[src/include/apc_pkg.sv]
// Constants and carrier types for the partner ability capture block
//****************************************************************************
// Notes on behaviour
// (RULE1) Enabled negotiation sends five-bit local selector
// (RULE2) Whole partner word loads from received page
// (RULE3) Software trusts contents only after completion
// (RULE4) Next-page bit: 0 last, 1 more
// (RULE5) Acknowledge bit shows partner received our word
// (RULE6) Remote-fault bit follows received page bit
// (RULE7) Four technology bits mirror partner advertisement
// (RULE8) Four-pair 100 Mb/s bit always reads 0
// (RULE9) Three reserved technology bits always read 0
// (RULE10) Software writes defaults into reserved bits
// (RULE11) Selector reports partner message encoding code
// (RULE12) Override-write bits need override bit set
// (RULE13) All partner fields update together, atomically
//****************************************************************************
package apc_pkg;

   //*************************************************************************
   // Sizes and addresses
   //*************************************************************************
   localparam int ADDR_W = 5;
   localparam int DATA_W = 16;
   localparam int SEL_W = 5;
   localparam int TECH_W = 8;
   localparam int CW_SEL_BITS = 4;
   localparam logic [4:0] ADDR_LOCAL_ADV = 5'h04;
   localparam logic [4:0] ADDR_PARTNER = 5'h05;

   //*************************************************************************
   // Codes, masks and reset values
   //*************************************************************************
   localparam logic [4:0] SEL_IEEE_8023 = 5'h01;
   localparam logic [4:0] SEL_IEEE_8029 = 5'h02;
   localparam logic [4:0] LOCAL_SEL_RESET = 5'h01;
   localparam logic [15:0] PARTNER_RESET = 16'h0000;
   localparam logic [15:0] RDATA_RESET = 16'h0000;
   // Technology bits 3:0 are the four supported abilities
   localparam logic [7:0] TECH_SUPPORTED_MASK = 8'h0f;
   localparam int TECH_T4_POS = 4;
   localparam int RSVD_LO_POS = 5;
   localparam int RSVD_HI_POS = 7;
   localparam int READ_LATENCY = 1;

   //*************************************************************************
   // Carriers
   //*************************************************************************
   typedef struct packed {
      logic nextPage;
      logic ack;
      logic remoteFault;
      logic [7:0] techAbility;
      logic [4:0] selector;
   } apc_page_t;

   typedef struct packed {
      logic rd;
      logic wr;
      logic [4:0] addr;
      logic [15:0] wrData;
   } apc_mgmt_req_t;

endpackage

[src/rtl/apc_capture.sv]
// Partner ability capture with local selector and management read port
`timescale 1ns/10ps
module apc_capture (
   // Clock, reset, enable
   input wire logic clk,
   input wire logic resetn,
   input wire logic ce,
   // Control from the management registers
   input wire logic anEnable,
   input wire logic overrideWrite,
   // Page from the negotiation engine
   input wire logic pageValid,
   input wire apc_pkg::apc_page_t pageWord,
   // Management register access
   input wire apc_pkg::apc_mgmt_req_t mgmtReq,
   output logic [apc_pkg::DATA_W-1:0] rdData,
   output logic rdValid,
   // Toward the link
   output logic [apc_pkg::SEL_W-1:0] txSelector,
   output logic txSelValid,
   // Status
   output logic pageStored,
   output logic partnerSel8023
);
   import apc_pkg::*;

   //*************************************************************************
   // Reset release
   //*************************************************************************
   logic rstMeta;
   logic rstnSync;

   always_ff @(posedge clk or negedge resetn) begin
      if (!resetn) begin
         rstMeta <= 1'b0;
         rstnSync <= 1'b0;
      end else begin
         rstMeta <= 1'b1;
         rstnSync <= rstMeta;
      end
   end

   //*************************************************************************
   // Local selector
   //*************************************************************************
   logic [SEL_W-1:0] localSel;
   logic [SEL_W-1:0] next_localSel;
   logic wrLocal;
   logic wrPartner;
   logic rdPartner;

   assign wrLocal = mgmtReq.wr && (mgmtReq.addr == ADDR_LOCAL_ADV);
   assign wrPartner = mgmtReq.wr && (mgmtReq.addr == ADDR_PARTNER);
   assign rdPartner = mgmtReq.rd && (mgmtReq.addr == ADDR_PARTNER);

   always_comb begin
      next_localSel = localSel;
      // Selector is override-write; plain writes are dropped silently
      if (wrLocal && overrideWrite) begin // [RULE12]
         next_localSel = mgmtReq.wrData[SEL_W-1:0];
      end
   end

   always_ff @(posedge clk or negedge rstnSync) begin
      if (!rstnSync) begin
         localSel <= LOCAL_SEL_RESET;
      end else if (ce) begin
         localSel <= next_localSel;
      end
   end

   //*************************************************************************
   // Partner word
   //*************************************************************************
   apc_page_t partnerWord;

   apc_partner_store u_store (
      .clk(clk),
      .rstn(rstnSync),
      .ce(ce),
      .loadEn(pageValid),
      .loadPage(pageWord),
      .cwWrEn(wrPartner && overrideWrite),
      .cwWrData(mgmtReq.wrData[CW_SEL_BITS-1:0]),
      .page(partnerWord)
   );

   //*************************************************************************
   // Registered outputs
   //*************************************************************************
   logic [DATA_W-1:0] next_rdData;
   logic next_rdValid;
   logic [SEL_W-1:0] next_txSelector;
   logic next_txSelValid;
   logic next_pageStored;
   logic next_partnerSel8023;

   always_comb begin
      next_rdValid = mgmtReq.rd;
      next_rdData = RDATA_RESET;
      if (mgmtReq.rd) begin
         case (mgmtReq.addr)
            ADDR_LOCAL_ADV: begin
               next_rdData = DATA_W'(localSel);
            end
            ADDR_PARTNER: begin
               // Stored word already has the unsupported bits cleared
               next_rdData = partnerWord; // [RULE4] [RULE5] [RULE6] [RULE7] [RULE11]
            end
            default: begin
               next_rdData = RDATA_RESET;
            end
         endcase
      end
      // Nothing is sent while negotiation is off
      next_txSelValid = anEnable; // [RULE1]
      next_txSelector = anEnable ? localSel : '0; // [RULE1]
      next_pageStored = pageValid;
      // Reflects the stored word, so it lags a new page by two cycles
      next_partnerSel8023 = (partnerWord.selector == SEL_IEEE_8023); // [RULE11]
   end

   always_ff @(posedge clk or negedge rstnSync) begin
      if (!rstnSync) begin
         rdData <= RDATA_RESET;
         rdValid <= 1'b0;
         txSelector <= '0;
         txSelValid <= 1'b0;
         pageStored <= 1'b0;
         partnerSel8023 <= 1'b0;
      end else if (ce) begin
         rdData <= next_rdData;
         rdValid <= next_rdValid;
         txSelector <= next_txSelector;
         txSelValid <= next_txSelValid;
         pageStored <= next_pageStored;
         partnerSel8023 <= next_partnerSel8023;
      end
   end
endmodule

[src/rtl/apc_partner_store.sv]
// Storage for the captured partner ability word
`timescale 1ns/10ps
module apc_partner_store (
   // Clock, reset, enable
   input wire logic clk,
   input wire logic rstn,
   input wire logic ce,
   // Received page
   input wire logic loadEn,
   input wire apc_pkg::apc_page_t loadPage,
   // Override write of selector bits
   input wire logic cwWrEn,
   input wire logic [apc_pkg::CW_SEL_BITS-1:0] cwWrData,
   // Stored word
   output apc_pkg::apc_page_t page
);
   import apc_pkg::*;

   apc_page_t next_page;

   always_comb begin
      next_page = page;
      if (loadEn) begin
         // One assignment so a read never sees half a page
         next_page = loadPage; // [RULE2] [RULE13]
         next_page.techAbility = loadPage.techAbility & TECH_SUPPORTED_MASK; // [RULE8] [RULE9]
      end else if (cwWrEn) begin
         // A received page beats a software write in the same cycle
         next_page.selector[CW_SEL_BITS-1:0] = cwWrData; // [RULE12]
      end
   end

   always_ff @(posedge clk or negedge rstn) begin
      if (!rstn) begin
         page <= PARTNER_RESET;
      end else if (ce) begin
         page <= next_page;
      end
   end

endmodule
[config.mk]
export PLATFORM = sky130hd
export DESIGN_NAME = apc_capture
export DESIGN_NICKNAME = d
export VERILOG_FILES = /design/src/include/apc_pkg.sv /design/src/rtl/apc_capture.sv /design/src/rtl/apc_partner_store.sv
export SDC_FILE = /design/constraint.sdc
export NUM_CORES = 1
export LEC_CHECK = 0
export ABC_CLOCK_PERIOD_IN_PS = 2300
export BUFFER_PORTS_ARGS = -buffer_cell sky130_fd_sc_hd__buf_4
export CAP_MARGIN = 20
export CELL_PAD_IN_SITES_DETAIL_PLACEMENT = 0
export CELL_PAD_IN_SITES_GLOBAL_PLACEMENT = 2
export CORE_AREA = 2 2 72 81
export DETAILED_ROUTE_END_ITERATION = 16
export DIE_AREA = 0 0 74 83
export PLACE_DENSITY_LB_ADDON = 0.1
export SETUP_SLACK_MARGIN = 0.02
export SYNTH_ARGS = -nofsm -noshare
export SYNTH_HDL_FRONTEND = slang
export SYNTH_SLANG_ARGS = --single-unit
[constraint.sdc]
create_clock -name clk -period 2.3 [get_ports clk]
set_input_delay 0.23 -clock clk [delete_from_list [all_inputs] [get_ports clk]]
set_output_delay 0.23 -clock clk [all_outputs]
set_load 0.05 [all_outputs]
==> key figures, run 1 <==
Final layout
  • Share of post-route cells with drive strength above 1: 0.4915
  • ANT cells: 0
  • Area of the multi-input gates: 578.1 um^2
  • FF/Latch Area: 1002 um^2
  • Fillers: between 500 and 600
  • Layout area overhead: 35.08%
  • Fin util: 0.4217
  • Final #Nets: 221

Floorplan
  • Core region area: between 5000 and 6000 um^2
  • Die ar.: 6142 um^2
  • Die Width: 74 um
  • Die Height: approximately 83 um
  • Row count: 28
  • Starting Density: 0.3122
  • Num ports: 70

Global routing
  • Tot GR Track Use: 0.1259
  • GRT overflow: 0
  • Largest net degree at the start of global routing: 39
  • Met1 GRT Util: 0.1558
  • Vias in the first global route: 1162
  • Initial antenna violation count: 0
  • First-pass GRT wire length: between 5000 and 6000 um
  • Met2 Use GR: 0.1948
  • Grt peak-use layer: met2
  • M3 GR Usage: 0.05583

Run
  • Total of max-cap violations: 0

Clocking
  • CTS resizes: 0
  • Worst-path clk slew: about 80 ps
  • TritonCTS buffer count: 5
  • # H-tree levels: 2
  • Max clock buf depth: 2
  • Clock Latency Late Sink: between 200 and 300 ps
  • CTS sink cnt: 40
  • CTS tree: done
  • Root Buffer: clkbuf_8

Logic synthesis
  • Largest family of logic cells by synthesized area: multiplexers
  • Synth warn: 0
  • Post-Synth Adder-Cell Area: 0
  • Synth Area in XOR/XNOR: 0
  • Unique masters post-synth: 19
  • Number of synthesized register bits: 40
  • Seq/Total Area, Yosys: 0.6068
  • Synth Area in Simple Gates: 0.05758
  • Cells after synthesis: ~120
  • Mean Syn Cell Area: ~14 um^2
  • Synthesized area: between 1500 and 2000 um^2
  • Multiplexer area fraction after synthesis: 0.1803
  • Post-synthesis compound-gate area fraction: 0.1008

Power and ir drop
  • Internal cell power: 1244 uW
  • Logic pwr share: 0.141
  • Pleak: between 0.001 and 0.0015 uW
  • Pwr Density: around 740 nW/um^2
  • P_sw: 396.8 uW
  • Reg power frac: 0.483
  • VDD IR max: about 0.24 mV
  • Clock power share: 0.377
  • Sw frac: 0.2418

Critical path
  • CP max-delay cell: or4b_4
  • WS Path Type: in2reg
  • Crit path cell chain: buf_4 > or4b_4 > o31ai_4 > mux2_2
  • Critical Path AT: 1640 ps
  • Crit-path max cell delay: between 500 and 600 ps
  • Type of destination of the critical path: flip-flop
  • Worst R2R Setup Slack: approximately 1300 ps
  • Max FO, Critical Path: 4
  • Crit path required time: 2480 ps
  • Startpoint types: input pin

Routing
  • Initial drt markers: 33
  • Final ANT Viol Nets: 0
  • Drt drc: 0
  • Final WL: 3527 um
  • Drt pass-1 iters: 4
  • Vias: between 1000 and 1500
  • Routed WL per cell: roughly 14 um
  • Vias per inst: roughly 4.4

Timing
  • Hold_ws: 168.6 ps
  • Worst Skew: 8.963 ps
  • Highest Clock Rate: between 600 and 700 MHz
  • Tcrit/Tclk final: 0.6344
  • Final setup vio count: 0
  • RSZ-0062 raised after global routing: false
  • Final Critical Period: 1459 ps
  • Slew Limit Headroom: 0.6218
  • Worst-Margin Slew: 564.3 ps
  • Final Hold Fails: 0
  • Total negative slack: 0 ps
  • Fin. max-slew vios: 0

Outcome
  • Status: complete, no violations

Hold path
  • Class of the worst hold path: in2reg

Placed design
  • Routability Congestion: a little over 0.7
  • I/O Buffers: 50
  • DPL Wire Length: 2590 um
## layout make-up
class,instances,area share
repair buffers,52,0.1761
well taps,75,0.04206
clock buffers,7,0.04319
flip-flops and latches,40,0.4492
inverters,10,0.01683
clock inverters,1,0.01346
multi-input cells,67,0.2591
## power by group through the flow
stage | Sequential (uW) | Clock (uW) | Combinational (uW)
4_1_cts | 792 | 638 | 235
3_5_place_dp | 805 | 0 | 234
6_report | 792 | 618 | 231
5_1_grt | 801 | 675 | 252
2_1_floorplan | 850 | 0 | 104
3_3_place_gp | 803 | 0 | 229
## layout by cell type (no fill, tap or decap), types with 2 or more instances in the layout
cell,instances
mux2i_1,5
nand3_1,7
mux2_2,22
nand2_1,2
clkbuf_8,7
dfrtp_1,39
inv_1,10
o21ai_0,8
conb_1,5
a22o_1,7
o2bb2ai_1,5
buf_4,51
## sequential cells by signal (all words and copies together), names as in the netlist, 5 cells and up
name and count:
txSelector 5, u_store.page 12, rdData 12, localSel 5
## timing repair
action / 4_1_cts / 5_1_grt
setup buffers: 0 / 0
hold buffers: 1 / 0
hold endpoints to repair: 2 / 0
## metrics by stage
stage                     area, um^2  instances  setup WS (ps)  power [uW]
after floorplan                 1663        125          719.3       953.5
after global placement          2095        243          527.1        1033
after detailed placement        2095        243          519.9        1039
after CTS                       2231        252          832.3        1666
after global routing            2231        252          824.3        1728
final                           2231        252          840.8        1641
## metal layers
| layer | wire length, um | up-vias |
|---|---|---|
| li1 | - | 527 |
| met1 | 1497 | 545 |
| met2 | 1734 | 33 |
| met3 | 246 | 6 |
| met4 | 48 | 0 |
| met5 | 0 | - |
## synthesized netlist by cell type
| library cell | n | share of area |
|---|---|---|
| conb_1 | 2 | 0.0045 |
| o21ai_0 | 8 | 0.024 |
| dfstp_2 | 1 | 0.016 |
| or2_2 | 1 | 0.0038 |
| mux2_2 | 22 | 0.15 |
| nor3_4 | 1 | 0.0099 |
| nand2_1 | 2 | 0.0045 |
| mux2i_1 | 5 | 0.030 |
| nor3_2 | 1 | 0.0061 |
| o31ai_4 | 1 | 0.013 |
| clkbuf_1 | 4 | 0.0091 |
| inv_1 | 10 | 0.023 |
| buf_4 | 4 | 0.018 |
| or4b_4 | 1 | 0.0083 |
| nand3_1 | 7 | 0.021 |
| a22o_1 | 7 | 0.037 |
| dfrtp_1 | 39 | 0.59 |
| nor4_1 | 1 | 0.0038 |
| o2bb2ai_1 | 5 | 0.027 |
## worst max-delay path: cells and delay by family
| family | cells | cell delay [ps] |
|---|---|---|
| buffers and inverters | 1 | 100 |
| and+or+nand+nor | 1 | 580 |
| muxes | 1 | 380 |
| AOI/OAI and AO/OA | 1 | 340 |
## path summary, 6_finish.rpt
check,start,to,cells after the start
min in group asynchronous,resetn,rstMeta$_DFF_PN0_,2
worst min-delay path,pageWord[8],u_store.page[8]$_DFFE_PN0P_,2
worst max register to register,u_store.page[4]$_DFFE_PN0P_,partnerSel8023$_DFFE_PN0P_,3
max in group asynchronous,rstnSync$_DFF_PN0_,localSel[0]$_DFFE_PN1P_,1
worst min register to register,rstnSync$_DFF_PN0_,txSelector[0]$_DFFE_PN0P_,1
worst max-delay path,mgmtReq[17],u_store.page[0]$_DFFE_PN0P_,4
## cells by family after synthesis
family	Yosys count
flops	40
mux	27
compound gates	21
buf+inv	18
simple gates	14
other cells	2
(Power assumes the default switching activity.)
==> run 2: changes to the inputs <==
--- a/config.mk
+++ b/config.mk
@@ -5,14 +5,14 @@
 export SDC_FILE = /design/constraint.sdc
 export NUM_CORES = 1
 export LEC_CHECK = 0
-export ABC_CLOCK_PERIOD_IN_PS = 2300
+export ABC_CLOCK_PERIOD_IN_PS = 1300
 export BUFFER_PORTS_ARGS = -buffer_cell sky130_fd_sc_hd__buf_4
 export CAP_MARGIN = 20
 export CELL_PAD_IN_SITES_DETAIL_PLACEMENT = 0
 export CELL_PAD_IN_SITES_GLOBAL_PLACEMENT = 2
-export CORE_AREA = 2 2 72 81
+export CORE_AREA = 2 2 79 89
 export DETAILED_ROUTE_END_ITERATION = 16
-export DIE_AREA = 0 0 74 83
+export DIE_AREA = 0 0 81 91
 export PLACE_DENSITY_LB_ADDON = 0.1
 export SETUP_SLACK_MARGIN = 0.02
 export SYNTH_ARGS = -nofsm -noshare
==> constraint.sdc (replaced) <==
create_clock -name clk -period 1.3 [get_ports clk]
set_input_delay 0.13 -clock clk [delete_from_list [all_inputs] [get_ports clk]]
set_output_delay 0.13 -clock clk [all_outputs]
set_load 0.05 [all_outputs]
==> run 2 against run 1 <==
- utilization decreased by 6.5 points
- critical path type unchanged
- global-route usage decreased by 0.98 points
- largest cell class unchanged
- worst hold slack got worse by 97 ps
- critical path depth unchanged
- die area increased by 20%
- clock skew decreased by 8.0 ps
- first-iteration DRC count decreased by 45%
==> key figures, run 2 (synthesis results as in run 1) <==
Outcome
  • Status: complete, no violations

Critical path
  • Type of destination of the critical path: flip-flop
  • Crit path required time: 1480 ps (-1000 ps)
  • Crit-path max cell delay: 570 ps (about the same)
  • Startpoint types: input pin
  • CP max-delay cell: or4b_4
  • Buf/Inv on CP: 1 (unchanged)
  • Top Family by Delay on Critical Path: simple AND/OR/NAND/NOR gates
  • Max FO, Critical Path: 4 (unchanged)
  • Crit path cell chain: buf_4 > or4b_4 > o31ai_4 > mux2_2
  • Critical Path AT: 1470 ps (-170 ps)
  • WS Path Type: in2reg

Clocking
  • CTS tree: done
  • Clock Latency Late Sink: 290 ps (about the same)
  • CTS sink cnt: 40 (unchanged)
  • TritonCTS buffer count: 5 (unchanged)
  • Root Buffer: clkbuf_8
  • # H-tree levels: 2 (unchanged)
  • Max clock buf depth: 2 (unchanged)
  • Worst-path clk slew: 70 ps (about the same)

Timing
  • Worst Skew: 1.008 ps (-7.955 ps)
  • RSZ-0062 raised after global routing: true
  • Fin. max-slew vios: 0 (unchanged)
  • Final setup vio count: 0 (unchanged)
  • Final Critical Period: roughly 1300 ps
  • Highest Clock Rate: between 700 and 800 MHz
  • Tcrit/Tclk final: 0.9981
  • Final Hold Fails: 0 (unchanged)

Power and ir drop
  • Logic pwr share: 0.162 (+0.021)
  • Pwr Density: 1169 nW/um^2 (+59%)
  • Post-layout power: 2683 uW (+64%)
  • Pleak: 0.001096 uW (+2.5%)
  • Internal cell power: 1980 uW (+59%)
  • VDD IR max: 0.4441 mV (+85%)
  • Sw frac: 0.2620 (+0.02016)
  • Reg power frac: 0.524 (+0.041)
  • P_sw: 702.8 uW (+77%)
  • Clock power share: 0.314 (-0.063)

Final layout
  • Most common cell after layout, fill and taps aside: buf_4
  • Layout area overhead: 39.02%
  • Final #Nets: 227 (+2.7%)
  • ANT cells: 0 (unchanged)
  • Top flop regs: rdData (12), u_store.page (12)
  • Share of post-route cells with drive strength above 1: 0.4973 (+0.005742)
  • Layout Cells excl Fill: 265 (+5.2%)
  • Most frequent cells in the layout: buf_4 (53), dfrtp_1 (39), mux2_2 (18)

Floorplan
  • Row count: 31 (+11%)
  • Die Width: 81 um (+9.5%)
  • Num ports: 70 (unchanged)
  • Starting Density: 0.2565 (-0.05569)
  • Core region area: 6439 um^2 (+22%)
  • Die Height: 91 um (+9.6%)
  • Die ar.: 7371 um^2 (+20%)

Routing
  • Final WL: 3845 um (+9.0%)
  • Initial drt markers: 18 (-45%)
  • Drt drc: 0 (unchanged)
  • Vias per inst: 4.321 (-2.0%)
  • Drt pass-1 iters: 4 (unchanged)
  • Final ANT Viol Nets: 0 (unchanged)
  • Vias: 1145 (+3.1%)
  • Routed WL per cell: 14.51 um (+3.7%)

Placed design
  • Placed Cells: 255 (+4.9%)
  • I/O Buffers: 50 (unchanged)
  • DPL Wire Length: 2917 um (+13%)
  • Routability Congestion: 0.6988 (-3.3%)

Hold path
  • Class of the worst hold path: in2reg

Global routing
  • Tot GR Track Use: 0.1161 (-0.009791)
  • GRT overflow: 0 (unchanged)
  • First-pass GRT wire length: 6375 um (+9.5%)
  • Largest net degree at the start of global routing: 39 (unchanged)
  • Vias in the first global route: 1258 (+8.3%)
  • Initial antenna violation count: 0 (unchanged)

Run
  • Total of max-cap violations: 0 (unchanged)
==> run 2: cell types whose count changed in the layout (fill, tap and decap cells not counted), sizes merged <==
cell	previous run	this run
bufinv	1	0
buf	51	57
clkbuf	7	8
==> run 2: metrics by stage <==
step / worst slack, ps / cell area [um^2] / TNS (ps) / hold slack [ps] / utilization
6_report: 2.440 / 2296 / 0 / 71.23 / 0.3566
5_1_grt: -4.556 / 2296 / -5.340 / 49.48 / 0.3566
4_1_cts: 2.001 / 2296 / 0 / 63.22 / 0.3566
3_5_place_dp: -333.3 / 2173 / -3730 / -85.73 / 0.3375
3_3_place_gp: -311.2 / 2173 / -3419 / -86.77 / 0.3375
2_1_floorplan: -133.0 / 1670 / -1042 / -165.6 / -
==> run 2: layout make-up <==
cell class	instances	area, um^2
Fill cell	668	4143
Inverter	10	37.54
Sequential cell	40	1002
Timing Repair Buffer	58	470.5
Tap cell	82	102.6
Multi-Input combinational cell	67	593.1
Clock buffer	8	90.09
==> run 2: final timing paths <==
| kind | cells past startpoint | endpoint | startpoint | slack (ps) |
|---|---|---|---|---|
| max reg2reg | 3 | partnerSel8023$_DFFE_PN0P_ | u_store.page[4]$_DFFE_PN0P_ | 330 |
| min reg2reg | 1 | txSelector[4]$_DFFE_PN0P_ | rstnSync$_DFF_PN0_ | 230 |
| min in group asynchronous | 2 | rstMeta$_DFF_PN0_ | resetn | 150 |
| min | 2 | u_store.page[13]$_DFFE_PN0P_ | pageWord[13] | 70 |
| max in group asynchronous | 1 | localSel[0]$_DFFE_PN1P_ | rstnSync$_DFF_PN0_ | 800 |
| max | 4 | u_store.page[2]$_DFFE_PN0P_ | mgmtReq[19] | 2 |
==> run 2: what timing repair did <==
action,in CTS,in global routing
gates resized for setup,4,0
hold buffers,1,0
cloned,0,0
endpoints found under the hold margin,2,0
setup endpoints to repair,6,8
pin swaps,1,1
setup buffers,1,0
==> run 2: power by group through the flow <==
stage	logic (uW)	clock network [uW]	registers, uW
after floorplan	187	0	1500
after global placement	433	0	1430
after detailed placement	440	0	1430
after CTS	447	883	1400
after global routing	474	956	1420
final	436	841	1410
==> run 2: routing by layer <==
metal  vias up  global-route usage  share of wire
met5         -                   0              0
met4         0             0.03814          0.011
met3         4             0.04374          0.065
met2        31              0.1811           0.51
met1       570              0.1469           0.41
li1        540                   -              -
==> run 2: worst reg2reg max path, stage by stage (launching register included) <==
cell and delay (ps):
dfrtp_1 410, nor4_1 290, nand3_1 110, o21ai_0 80
